`config.mk`:
```
export PLATFORM = sky130hd
export DESIGN_NAME = spl_top
export DESIGN_NICKNAME = d
export VERILOG_FILES = /design/src/logic/spl_pkg.sv /design/src/logic/spl_sync2.sv /design/src/logic/spl_top.sv
export SDC_FILE = /design/constraint.sdc
export NUM_CORES = 1
export LEC_CHECK = 0
export BUFFER_PORTS_ARGS = -buffer_cell sky130_fd_sc_hd__buf_4
export CAP_MARGIN = 20
export CORE_ASPECT_RATIO = 0.7
export CORE_MARGIN = 1
export CORE_UTILIZATION = 60
export CTS_CLUSTER_SIZE = 14
export DETAILED_ROUTE_END_ITERATION = 10
export PLACE_DENSITY = 0.75
export SYNTH_ARGS = -nofsm -noshare
export SYNTH_HDL_FRONTEND = slang
export SYNTH_SLANG_ARGS = --single-unit
export TNS_END_PERCENT = 30
```
`constraint.sdc`:
```
create_clock -name clk -period 5.29 [get_ports clk]
set_input_delay 1.058 -clock clk [delete_from_list [all_inputs] [get_ports clk]]
set_output_delay 1.058 -clock clk [all_outputs]
set_load 0.005 [all_outputs]
```
`src/logic/spl_pkg.sv`:
```
// Constants shared by the sync processor and line-lock supervisor.
// Assumes one 200 MHz system clock and a synchronous active-low reset.
package spl_pkg;

  // Sync priority codes written by the controller.
  localparam logic [1:0] PRIO_GREEN = 2'h0;
  localparam logic [1:0] PRIO_COMPOSITE = 2'h1;
  localparam logic [1:0] PRIO_SEPARATE = 2'h3;

  // Forced line frequency requests.
  localparam logic [1:0] FORCE_NONE = 2'h0;
  localparam logic [1:0] FORCE_2X = 2'h1;
  localparam logic [1:0] FORCE_3X = 2'h2;

  // Duty ratios as numerator and denominator.
  localparam int H_DUTY_NUM = 1;
  localparam int H_DUTY_DEN = 4;
  localparam int VEXT_NUM = 7;
  localparam int VEXT_DEN = 20;
  localparam int EQ_GAP_NUM = 3;
  localparam int EQ_GAP_DEN = 4;

  // Filtered lock level, full scale 8 V mapped to 256 steps.
  localparam logic [7:0] LOCK_HI = 8'hd0;
  localparam logic [7:0] LOCK_LO = 8'hc0;
  localparam logic [7:0] LVL_STEP_DN = 8'h10;
  localparam logic [7:0] LVL_RST = 8'h00;

  // Free-run code 0 is 0.8 times nominal, the top code 1.3 times.
  localparam int FREE_W = 5;
  localparam logic [4:0] FREE_RUN_RST = 5'h1f;
  // Phase code: centre is no shift, the ends are plus and minus T/10.
  localparam int PHASE_W = 5;
  localparam logic [4:0] PHASE_RST = 5'h10;

  // Status byte bit positions.
  localparam int ST_HLOCK = 7;
  localparam int ST_VLOCK = 6;
  localparam int ST_XRAY = 5;
  localparam int ST_HPOL = 4;
  localparam int ST_VPOL = 3;
  localparam int ST_VEXT = 2;
  localparam int ST_HDET = 1;
  localparam int ST_VDET = 0;
  localparam logic [7:0] STATUS_RST = 8'hc0;

  typedef enum logic {LK_UNLOCKED, LK_LOCKED} spl_lock_t;

endpackage

```
`src/logic/spl_sync2.sv`:
```
// Two-stage synchroniser for asynchronous levels.
// Assumes the inputs are slow levels compared with the clock.
module spl_sync2 #(
  parameter int W = 1
) (
  input wire logic clk,
  input wire logic nrst,
  input wire logic [W-1:0] d,
  output logic [W-1:0] q
);
  logic [W-1:0] meta_r;

  always_ff @(posedge clk)
  begin
    if (!nrst)
    begin
      meta_r <= '0;
      q <= '0;
    end
    else
    begin
      meta_r <= d;
      q <= meta_r;
    end
  end
endmodule

```
`src/logic/spl_top.sv`:
```
// Sync processor and first line loop supervisor of a monitor deflection controller.
// Assumes an I2C decoder on the same clock drives the control ports and reads status_byte.
//
// Functional notes
// - Controller picks priority from detection flags
// - Accept separate, composite TTL or green sync
// - Line output follows mode and polarity table
// - Vertical output keeps source polarity
// - Lock pin low when locked
// - Line lock, vertical lock, X-ray readable
// - X-ray latch clears only by reset
// - Detect and report sync polarities
// - Line pulse valid below 25% duty
// - Extract vertical above 25%, at 35%
// - Drop equalizing pulses before phase comparator
// - Extracted vertical disconnects charge pump
// - External inhibit input disconnects charge pump
// - High pump current when locked
// - Free-run adjustable, reset selects 1.3x
// - Forced 2x/3x opens loop, holds filter
// - Phase reference shift of plus/minus T/10
// - Lock detector uses two-threshold hysteresis
// - One status byte holds all flags
module spl_top
  import spl_pkg::*;
#(
  parameter int CNT_W = 16
) (
  input wire logic clk,
  input wire logic nrst,
  input wire logic line_or_composite_input,
  input wire logic vsync_in,
  input wire logic green_sync_in,
  input wire logic line_loop_inhibit_input,
  input wire logic xray_in,
  input wire logic vert_lock_in,
  input wire logic phase_ref_pulse,
  input wire logic [1:0] sync_priority,
  input wire logic det_refresh,
  input wire logic xray_reset,
  input wire logic [1:0] force_mode,
  input wire logic free_run_wr,
  input wire logic [FREE_W-1:0] free_run_code,
  input wire logic phase_wr,
  input wire logic [PHASE_W-1:0] phase_code,
  output logic line_sync_out,
  output logic vsync_out,
  output logic line_lock_n_out,
  output logic internal_line_pulse,
  output logic pump_connect,
  output logic pump_high_current,
  output logic [1:0] filter_force,
  output logic [FREE_W-1:0] free_run_frequency,
  output logic [PHASE_W-1:0] phase_shift,
  output logic [7:0] status_byte
);

  if (CNT_W < 12 || CNT_W > 24)
  begin : g_chk
    $error("CNT_W must lie between 12 and 24");
  end

  localparam logic [CNT_W-1:0] CNT_MAX = '1;
  // A gap of at least twice the learnt period means pulses went missing.
  localparam int MISS_NUM = 2;
  localparam int MISS_DEN = 1;

  // Saturating up/down step of a signed balance counter.
  function automatic logic signed [CNT_W-1:0] bal_step(input logic signed [CNT_W-1:0] b, input logic up);
    logic signed [CNT_W-1:0] r;
    logic signed [CNT_W-1:0] one;
    r = b;
    one = CNT_W'(1);
    if (up && b != $signed({1'b0, {(CNT_W-1){1'b1}}}))
      r = b + one;
    else if (!up && b != $signed({1'b1, {(CNT_W-1){1'b0}}}))
      r = b - one;
    return r;
  endfunction

  // True when a*den >= b*num; the operands are widened so nothing is lost.
  function automatic logic ge_frac(input logic [CNT_W-1:0] a, input logic [CNT_W-1:0] b, input int num,
                                   input int den);
    logic [CNT_W+5:0] lhs;
    logic [CNT_W+5:0] rhs;
    lhs = {6'h00, a} * (CNT_W+6)'(den);
    rhs = {6'h00, b} * (CNT_W+6)'(num);
    return lhs >= rhs;
  endfunction

  function automatic logic [CNT_W-1:0] sat_inc(input logic [CNT_W-1:0] x);
    return (x == CNT_MAX) ? x : x + 1'b1;
  endfunction

  logic s_line, s_vin, s_green, s_inh, s_xray, s_vlock;

  spl_sync2 #(.W(6)) u_sync (
    .clk(clk),
    .nrst(nrst),
    .d({line_or_composite_input, vsync_in, green_sync_in, line_loop_inhibit_input, xray_in, vert_lock_in}),
    .q({s_line, s_vin, s_green, s_inh, s_xray, s_vlock})
  );

  // Input selection, polarity and pulse analysis.
  logic signed [CNT_W-1:0] hbal_r, hbal_nxt, vbal_r, vbal_nxt;
  logic hneg_r, hneg_nxt, vneg_r, vneg_nxt;
  logic n_d_r, line_d_r, vin_d_r, vext_r, vext_nxt;
  logic [CNT_W-1:0] z_cnt_r, z_cnt_nxt, z_last_r, z_last_nxt;
  logic [CNT_W-1:0] t_cnt_r, t_cnt_nxt, a_cnt_r, a_cnt_nxt, per_r, per_nxt;
  logic hsel, n, lead, trail, short_pulse, far_enough, accept, wide, lost, stale;

  always_comb
  begin
    case (sync_priority)
      PRIO_GREEN: hsel = s_green;
      default: hsel = s_line;
    endcase
    hbal_nxt = bal_step(hbal_r, hsel);
    vbal_nxt = bal_step(vbal_r, s_vin);
    // A line idling high carries low-going pulses, so mostly-high means negative.
    hneg_nxt = hbal_r > 0;
    vneg_nxt = vbal_r > 0;
    n = hsel ^ hneg_r;
    lead = n && !n_d_r;
    trail = !n && n_d_r;
    short_pulse = !ge_frac(z_last_r, t_cnt_r, H_DUTY_NUM, H_DUTY_DEN);
    far_enough = (per_r == '0) || ge_frac(a_cnt_r, per_r, EQ_GAP_NUM, EQ_GAP_DEN);
    accept = lead && short_pulse && far_enough;
    lost = a_cnt_r == CNT_MAX;
    z_cnt_nxt = lead ? CNT_W'(1) : (n ? sat_inc(z_cnt_r) : z_cnt_r);
    z_last_nxt = trail ? z_cnt_r : z_last_r;
    t_cnt_nxt = lead ? CNT_W'(1) : sat_inc(t_cnt_r);
    a_cnt_nxt = accept ? CNT_W'(1) : sat_inc(a_cnt_r);
    // After missed pulses the period is learnt afresh, or the gap filter would lock onto a fraction of the rate.
    stale = (per_r != '0) && ge_frac(a_cnt_r, per_r, MISS_NUM, MISS_DEN);
    per_nxt = lost ? '0 : (accept ? (stale ? '0 : a_cnt_r) : per_r);
    // Serrated vertical pulses stay wide, so the flag holds until a short pulse returns or sync is lost.
    wide = n && (per_r != '0) && ge_frac(z_cnt_r, per_r, VEXT_NUM, VEXT_DEN);
    vext_nxt = wide || (vext_r && !(lead && short_pulse) && !lost);
  end

  always_ff @(posedge clk)
  begin
    if (!nrst)
    begin
      hbal_r <= '0;
      vbal_r <= '0;
      hneg_r <= 1'b0;
      vneg_r <= 1'b0;
      n_d_r <= 1'b0;
      line_d_r <= 1'b0;
      vin_d_r <= 1'b0;
      z_cnt_r <= '0;
      z_last_r <= '0;
      t_cnt_r <= '0;
      // Reset counts as lost sync, so the lock level cannot climb before the first line edge.
      a_cnt_r <= CNT_MAX;
      per_r <= '0;
      vext_r <= 1'b0;
    end
    else
    begin
      hbal_r <= hbal_nxt;
      vbal_r <= vbal_nxt;
      hneg_r <= hneg_nxt;
      vneg_r <= vneg_nxt;
      n_d_r <= n;
      line_d_r <= s_line;
      vin_d_r <= s_vin;
      z_cnt_r <= z_cnt_nxt;
      z_last_r <= z_last_nxt;
      t_cnt_r <= t_cnt_nxt;
      a_cnt_r <= a_cnt_nxt;
      per_r <= per_nxt;
      vext_r <= vext_nxt;
    end
  end

  // Phase activity, filtered level and lock state.
  logic err_r, err_nxt;
  logic [7:0] lvl_r, lvl_nxt;
  spl_lock_t lock_r, lock_nxt;

  always_comb
  begin
    // Activity runs from the first of the two edges to the second, as in a phase-frequency comparator.
    err_nxt = err_r ? !(accept || phase_ref_pulse) : (accept ^ phase_ref_pulse);
    if (err_r || lost)
      lvl_nxt = (lvl_r > LVL_STEP_DN) ? lvl_r - LVL_STEP_DN : 8'h00;
    else
      lvl_nxt = (lvl_r == 8'hff) ? lvl_r : lvl_r + 8'h01;
    lock_nxt = lock_r;
    case (lock_r)
      LK_UNLOCKED: if (lvl_r >= LOCK_HI) lock_nxt = LK_LOCKED;
      LK_LOCKED: if (lvl_r <= LOCK_LO) lock_nxt = LK_UNLOCKED;
      default: lock_nxt = LK_UNLOCKED;
    endcase
  end

  always_ff @(posedge clk)
  begin
    if (!nrst)
    begin
      err_r <= 1'b0;
      lvl_r <= LVL_RST;
      lock_r <= LK_UNLOCKED;
    end
    else
    begin
      err_r <= err_nxt;
      lvl_r <= lvl_nxt;
      lock_r <= lock_nxt;
    end
  end

  // Latches, detection flags, settings and registered outputs.
  logic xray_r, xray_nxt, hdet_r, hdet_nxt, vdet_r, vdet_nxt, vxdet_r, vxdet_nxt;
  logic line_sync_nxt, vsync_nxt, lock_n_nxt, pump_conn_nxt, pump_hi_nxt;
  logic [1:0] force_nxt;
  logic [FREE_W-1:0] free_nxt;
  logic [PHASE_W-1:0] phase_nxt;
  logic [7:0] status_nxt;

  always_comb
  begin
    // A trip in the same cycle as the reset command keeps the latch set.
    xray_nxt = s_xray || (xray_r && !xray_reset);
    // Sets win over a refresh that lands in the same cycle.
    hdet_nxt = (s_line && !line_d_r) || (hdet_r && !det_refresh);
    vdet_nxt = (s_vin && !vin_d_r) || (vdet_r && !det_refresh);
    vxdet_nxt = vext_r || (vxdet_r && !det_refresh);
    force_nxt = (force_mode == FORCE_2X || force_mode == FORCE_3X) ? force_mode : FORCE_NONE;
    pump_conn_nxt = !(vext_r || s_inh || force_nxt != FORCE_NONE);
    pump_hi_nxt = lock_r == LK_LOCKED;
    lock_n_nxt = lock_r != LK_LOCKED;
    free_nxt = free_run_wr ? free_run_code : free_run_frequency;
    phase_nxt = phase_wr ? phase_code : phase_shift;
    line_sync_nxt = (sync_priority == PRIO_GREEN) ? !n : hsel;
    vsync_nxt = (sync_priority == PRIO_SEPARATE) ? s_vin : (vext_r ^ hneg_r);
    status_nxt[ST_HLOCK] = lock_r != LK_LOCKED;
    status_nxt[ST_VLOCK] = !s_vlock;
    status_nxt[ST_XRAY] = xray_r;
    status_nxt[ST_HPOL] = hneg_r;
    status_nxt[ST_VPOL] = vneg_r;
    status_nxt[ST_VEXT] = vxdet_r;
    status_nxt[ST_HDET] = hdet_r;
    status_nxt[ST_VDET] = vdet_r;
  end

  always_ff @(posedge clk)
  begin
    if (!nrst)
    begin
      xray_r <= 1'b0;
      hdet_r <= 1'b0;
      vdet_r <= 1'b0;
      vxdet_r <= 1'b0;
      line_sync_out <= 1'b0;
      vsync_out <= 1'b0;
      line_lock_n_out <= 1'b1;
      internal_line_pulse <= 1'b0;
      pump_connect <= 1'b0;
      pump_high_current <= 1'b0;
      filter_force <= FORCE_NONE;
      free_run_frequency <= FREE_RUN_RST;
      phase_shift <= PHASE_RST;
      status_byte <= STATUS_RST;
    end
    else
    begin
      xray_r <= xray_nxt;
      hdet_r <= hdet_nxt;
      vdet_r <= vdet_nxt;
      vxdet_r <= vxdet_nxt;
      line_sync_out <= line_sync_nxt;
      vsync_out <= vsync_nxt;
      line_lock_n_out <= lock_n_nxt;
      internal_line_pulse <= accept;
      pump_connect <= pump_conn_nxt;
      pump_high_current <= pump_hi_nxt;
      filter_force <= force_nxt;
      free_run_frequency <= free_nxt;
      phase_shift <= phase_nxt;
      status_byte <= status_nxt;
    end
  end
endmodule

```
# --- Word level (Yosys, flattened, before mapping) ---
# Cells that the tools add are included.
op_classes:
  order_cmp: 9
  n_mul: 3
  addsub: 9
  reduce_logical: 56
  n_mux: 23
  eq_ne: 15
  bitwise_logic: 6
ops:
  columns: ["cell", "n"]
  rows:
  - ["$mux W16", 7]
  - ["$ne A16 B16 Y1 const B", 4]
  - ["$add A16 B1 Y16 const B", 3]
  - ["$eq A16 B16 Y1 const B", 3]
  - ["$mul A16 B3 Y19 const B", 2]
  - ["$add A16 B2 Y16 const B", 2]
  - ["$gt A16 B1 Y1 const B", 2]
  - ["$sub A16 B2 Y16 const B", 2]
  - ["$mux W8", 3]
  - ["$ge A21 B19 Y1", 1]
  - ["$logic_and A1 B1 Y1", 19]
  - ["$ge A18 B16 Y1", 1]
  - ["$ge A18 B18 Y1", 1]
  - ["$mul A16 B2 Y18 const B", 1]
  - ["$ge A16 B17 Y1", 1]
  - ["$logic_not A16 Y1", 1]
  - ["$reduce_bool A16 Y1", 1]
  - ["$logic_not A1 Y1", 14]
  - ["$logic_or A1 B1 Y1", 11]
  - ["$mux W1", 11]
  - ["$add A8 B1 Y8 const B", 1]
  - ["$eq A8 B8 Y1 const B", 1]
  - ["$ge A8 B8 Y1 const B", 1]
  - ["$gt A8 B5 Y1 const B", 1]
  - ["13 further kinds", 27]
totals:
  inputBits: 27
  word_cells: 156
  reg_bits: 170

# --- Depth between registers and ports, before layout ---
depth:
  ltp_word: 9
  mapped_depth: 19

# --- Modules after synthesis ---
# A second synthesis with hierarchy kept.
hier_totals:
  cells_unflattened: 1383
  hier_area_um2: 11917.7
modules_own_cells:
  columns: ["mod", "n_inst", "area_each_um2", "cells_each", "seq_area_each_um2"]
  rows:
  - ["spl_top", 1, 11581.1, 1358, 3143.0]
  - ["spl_sync2", 1, 336.6, 25, 240.2]

# --- Least setup slack after synthesis ---
# OpenSTA, ideal clock, no wires.
synth_timing:
  path_type: "register to register"
  startpoint: "reg per_r[1]"
  endpoint: "reg err_r"
  stages_incl_launch_ff: 18
  path_buffers: 0
  t_arrival_ns: 3.791
  slack_ns: 1.365
  path_cell_list: "dfxtp_1 ha_1 fa_1 a21oi_1 o21ai_1 a21oi_1 o21ai_1 a41oi_1 nand2b_1 xnor2_1 ha_1 a21o_1 a21o_1 a21oi_1 o211ai_1 a21o_1 and4_1 or4_1"
synth_via:
  elab_chain_cells: 7
synth_rtl:
  columns: ["element", "line_no", "source"]
  rows:
  - ["from (decl)", "spl_top.sv:109", "logic [CNT_W-1:0] t_cnt_r, t_cnt_nxt, a_cnt_r, a_cnt_nxt, per_r, per_nxt;"]
  - ["from (signal assigned)", "spl_top.sv:174", "per_r <= per_nxt;"]
  - ["$mul A16 B2 Y18", "spl_top.sv:87", "rhs = {6'h00, b} * (CNT_W+6)'(num);"]
  - ["$ge A18 B18 Y1", "spl_top.sv:88", "return lhs >= rhs;"]
  - ["$logic_or A1 B1 Y1 *", "spl_top.sv:127", "far_enough = (per_r == '0) || ge_frac(a_cnt_r, per_r, EQ_GAP_NUM, EQ_GAP_DEN);"]
  - ["$logic_and A1 B1 Y1 *", "spl_top.sv:128", "accept = lead && short_pulse && far_enough;"]
  - ["$logic_or A1 B1 Y1", "spl_top.sv:187", "err_nxt = err_r ? !(accept || phase_ref_pulse) : (accept ^ phase_ref_pulse);"]
  - ["$logic_not A1 Y1", "spl_top.sv:187", null]
  - ["$mux W1 *", "spl_top.sv:187", null]
  - ["to (signal assigned)", "spl_top.sv:210", "err_r <= err_nxt;"]
  - ["to (decl)", "spl_top.sv:180", "logic err_r, err_nxt;"]
# Mark *: on every way between the ends. The rest lies on a longest branch, timed or not.
# A chain may end at the register's enable or synchronous reset.

# --- Final worst setup path ---
# Same ends and word-level chain as after synthesis.

==> metrics.md <==
| Metric | Value |
|---|---|
| Outcome | complete, but fails checks |
| Violated checks | DRC |
| Pins over their slew limit | 0 |
| Maximum clock path buffer count | 2 |
| Mapped Cells | between 1,000 and 1,500 |
| Dpl hpwl | 20,720 um |
| Sw power | roughly 0.0035 W |
| CP startpoint kind | flop |
| Gr usage total | a little over a quarter |
| Post-CTS Hold Fix Bufs | 0 |
| Worst EP arrival | ~5000 ps |
| Final instance area | 13,360 um^2 |
| Starting Density | 61.30% |
| Full die area | 20,870 um^2 |
| PostCTS Resize Cnt | 0 |
| Unique masters post-synth | 77 |
| Placeable Area | 19,850 um^2 |
| Share of cells above drive strength 1 | under 10% |
| Worst setup slack after placement | 657.2 ps |
| Clock power frac | 16.3% |
| FF+latch count, synth | ~170 |
| Leak Pwr | 5.936 nW |
| Core Rows | 43 |
| Starting DRT DRC Count | ~800 |
| Pin count of the biggest net entering global routing | between 60 and 70 |
| Most frequent cell after synthesis | ha_1 |
| Critical path endpoint category | flop |
| Routed WL | between 20,000 and 30,000 um |
| Vias in the first global route | just over 9,000 |
| Int Pwr | around 0.004 W |
| Filler Cells Inserted | 1,606 |
| Num ports | between 50 and 60 |
| FFs w/ async S/R, synth | 0% |
| Final period utilization | 88.38% |
| Global Route met1 Usage | about 41% |
| Clock sinks | around 170 |
| Max transition margin | between 50% and 60% |
| Clk_lat worst skew | 440 ps |
| Yosys top cell by area | dfxtp_1 |
| Largest cells by area after synthesis | dfxtp_1 28%, ha_1 17%, a21oi_1 5.5%, nand2_1 3.5%, xnor2_1 3.5% |
| Register area | about 3400 um^2 |
| PD cells | ~570 nW/um^2 |
| Die height | 121.2 um |
| Port bufs | 52 |
| Hold_sp | u_sync.q[0] |
| Final setup fails | 0 |
| Initial antenna violation count | 0 |
| Met3 Use GR | 5.088% |
| Nets | approximately 1,700 |
| Final total power | between 0.007 and 0.008 W |
| Clock slew at reported path FFs | about 70 ps |
| Synth warnings | 0 |
| Overflow after GRT | 0 |
| RSZ-0062 raised after global routing | no |
| Fin crit period | 4675 ps |
| Final Wtd Congestion | slightly below 0.9 |
| Sequential area share after synthesis | 27.80% |
| ANT nets after route | 0 |
| DRC Markers | 2 |
| Worst r2r src | per_r[1] |
| R2R setup slack | about 610 ps |
| Routing usage on met2 | 39.29% |
| Fin Setup TNS | 0 ps |
| Crit path required time | 5600 ps |
| Reg power frac | between 20% and 30% |
| Logic gate share of total power | between 50 and 60% |
| Initial DRT Pass Iterations | 8 |
| Worst Tran Pin Value | around 710 ps |
| Primary FF master, synth | dfxtp_1 |
| Worst setup margin | 615.0 ps |
| Max-cap violations | 0 |
| H-tree levels | 4 |
| Final Hold Fails | 0 |
| CTS Buf Count | 17 |
| CP Max Fanout | 20 |
| Syn_area_per_cell | between 8 and 9 um^2 |
| Sw Ratio | 45.70% |
| Area of the multi-input gates | a little over 8000 um^2 |
| Antenna Cells | 0 |
| Wirelength per Cell | approximately 16 um |
| Synth top cells by count | 170 x ha_1, 169 x dfxtp_1, 134 x a21oi_1 |
| Post-DR vias/cell | around 6.0 |
| Max Fclk | ~0.21 GHz |
| Hold path cells | 1 |
| Area growth, synth to finish | 9.808% |
| Crit path kind | reg2reg |
| CTS tree | yes |
| Chip width | between 150 and 200 um |
| Fin cells | 1,751 |
| Post-DP Area | 12,780 um^2 |
| Cells on worst reg2reg path | 18 |
| Inst Count DP | 1,719 |
| First-pass GRT wire length | roughly 45,000 um |
| Grt peak-use layer | met1 |
| Root Driver | clkbuf_16 |
| Maximum VDD drop | between 0.3 and 0.4 mV |
| Via count | 10,450 |
| Post-CTS Setup Bufs | 0 |
| Hold Crit Class | reg2reg |
| Synthesized cell area | 12,170 um^2 |
| Share of the synthesized area in the top cell type | about 28% |
| Worst Clk Skew | 19.72 ps |
| Synthesized Nets | 1,648 |
| Post-synth EDFFs | 0 |
| Hold endpoint | status_byte[6] |
| Reg2Reg Capture Point | err_r |
[stage by stage]
stage / hold slack [ps] / utilization (%)
after global placement: 344.5 / 64.40
after detailed placement: 357.7 / 64.40
after floorplan: 343.4 / -
after global routing: 402.1 / 67.32
final: 368.8 / 67.32
after CTS: 368.6 / 67.32
[worst max-delay path by stage]
| stage | end | slack [ps] | depth (start not counted) | startpoint |
|---|---|---|---|---|
| 2_1_floorplan | err_r | 1370 | 17 | per_r[1] |
| 3_3_place_gp | err_r | 790 | 18 | per_r[1] |
| 3_5_place_dp | err_r | 660 | 18 | per_r[1] |
| 4_1_cts | err_r | 650 | 18 | per_r[1] |
| 5_1_grt | err_r | 310 | 18 | per_r[1] |
| 6_report | err_r | 610 | 18 | per_r[1] |
[final cells by class]
type / instances / share of cell area, %
Multi-Input combinational cell: 1131 / 61.80
Sequential cell: 169 / 25.32
Timing Repair Buffer: 62 / 3.576
Clock buffer: 19 / 3.314
Tap cell: 270 / 2.528
Inverter: 87 / 2.444
Clock inverter: 13 / 1.021
[worst max-delay path, stage by stage (launching register included)]
cell and delay (ps):
dfxtp_1 410, ha_1 280, fa_1 410, a21oi_1 170, o21ai_1 110, a21oi_1 220, o21ai_1 120, a41oi_1 540
nand2b_1 150, xnor2_1 150, ha_1 300, a21o_1 180, a21o_1 170, a21oi_1 140, o211ai_1 90, a21o_1 170
buf_4 200, and4_1 210, or4_1 510
[kinds of logic (layout without fill, tap and decap cells)]
| kind of cell | after synthesis | in the layout | share of synthesized area [%] |
|---|---|---|---|
| and+or+nand+nor | 450 | 450 | 18.78 |
| AOI/OAI and AO/OA | 370 | 370 | 19.24 |
| adders and majority gates | 190 | 190 | 20.77 |
| DFF | 169 | 169 | 27.80 |
| buffers and inverters | 131 | 181 | 4.369 |
| xor gates and xnor gates | 88 | 88 | 6.333 |
| muxes | 33 | 33 | 2.714 |
[state kept, by name, indices dropped and copies added (netlist names), 2 cells and up]
signal	cells
hbal_r	16
u_sync.q	6
z_cnt_r	16
t_cnt_r	16
free_run_frequency	5
lvl_r	8
a_cnt_r	16
vbal_r	16
per_r	16
status_byte	7
filter_force	2
phase_shift	5
u_sync.meta_r	6
z_last_r	16
[power groups by stage]
stage / Sequential (W) / Combinational (W) / Clock, W
detailed placement: 0.00205 / 0.00420 / 0
global placement: 0.00204 / 0.00411 / 0
global route: 0.00209 / 0.00486 / 0.00131
CTS: 0.00203 / 0.00425 / 0.00125
floorplan: 0.00188 / 0.00336 / 0
finish: 0.00204 / 0.00432 / 0.00124
[layout by cell type (no fill, tap or decap), drive strengths merged, types with 16 or more instances in the layout]
cell and n:
ha 170, dfxtp 169, a21oi 136, nand2 113, nor2 109, inv 91, o21ai 76, buf 62
xnor2 48, xor2 40, nand4 37, nand3 36, mux2i 33, and2 29, nor3 28, a21o 27
o21a 20, fa 20, clkbuf 19, a211oi 18, o211ai 17, a31o 16
[layer usage]
metal | up-vias | share of wire (%)
li1 | 5219 | -
met1 | 4937 | 52
met2 | 273 | 41
met3 | 18 | 6.0
met4 | 0 | 0.77
met5 | - | 0
Note: power is estimated with default switching activity, not from simulation.
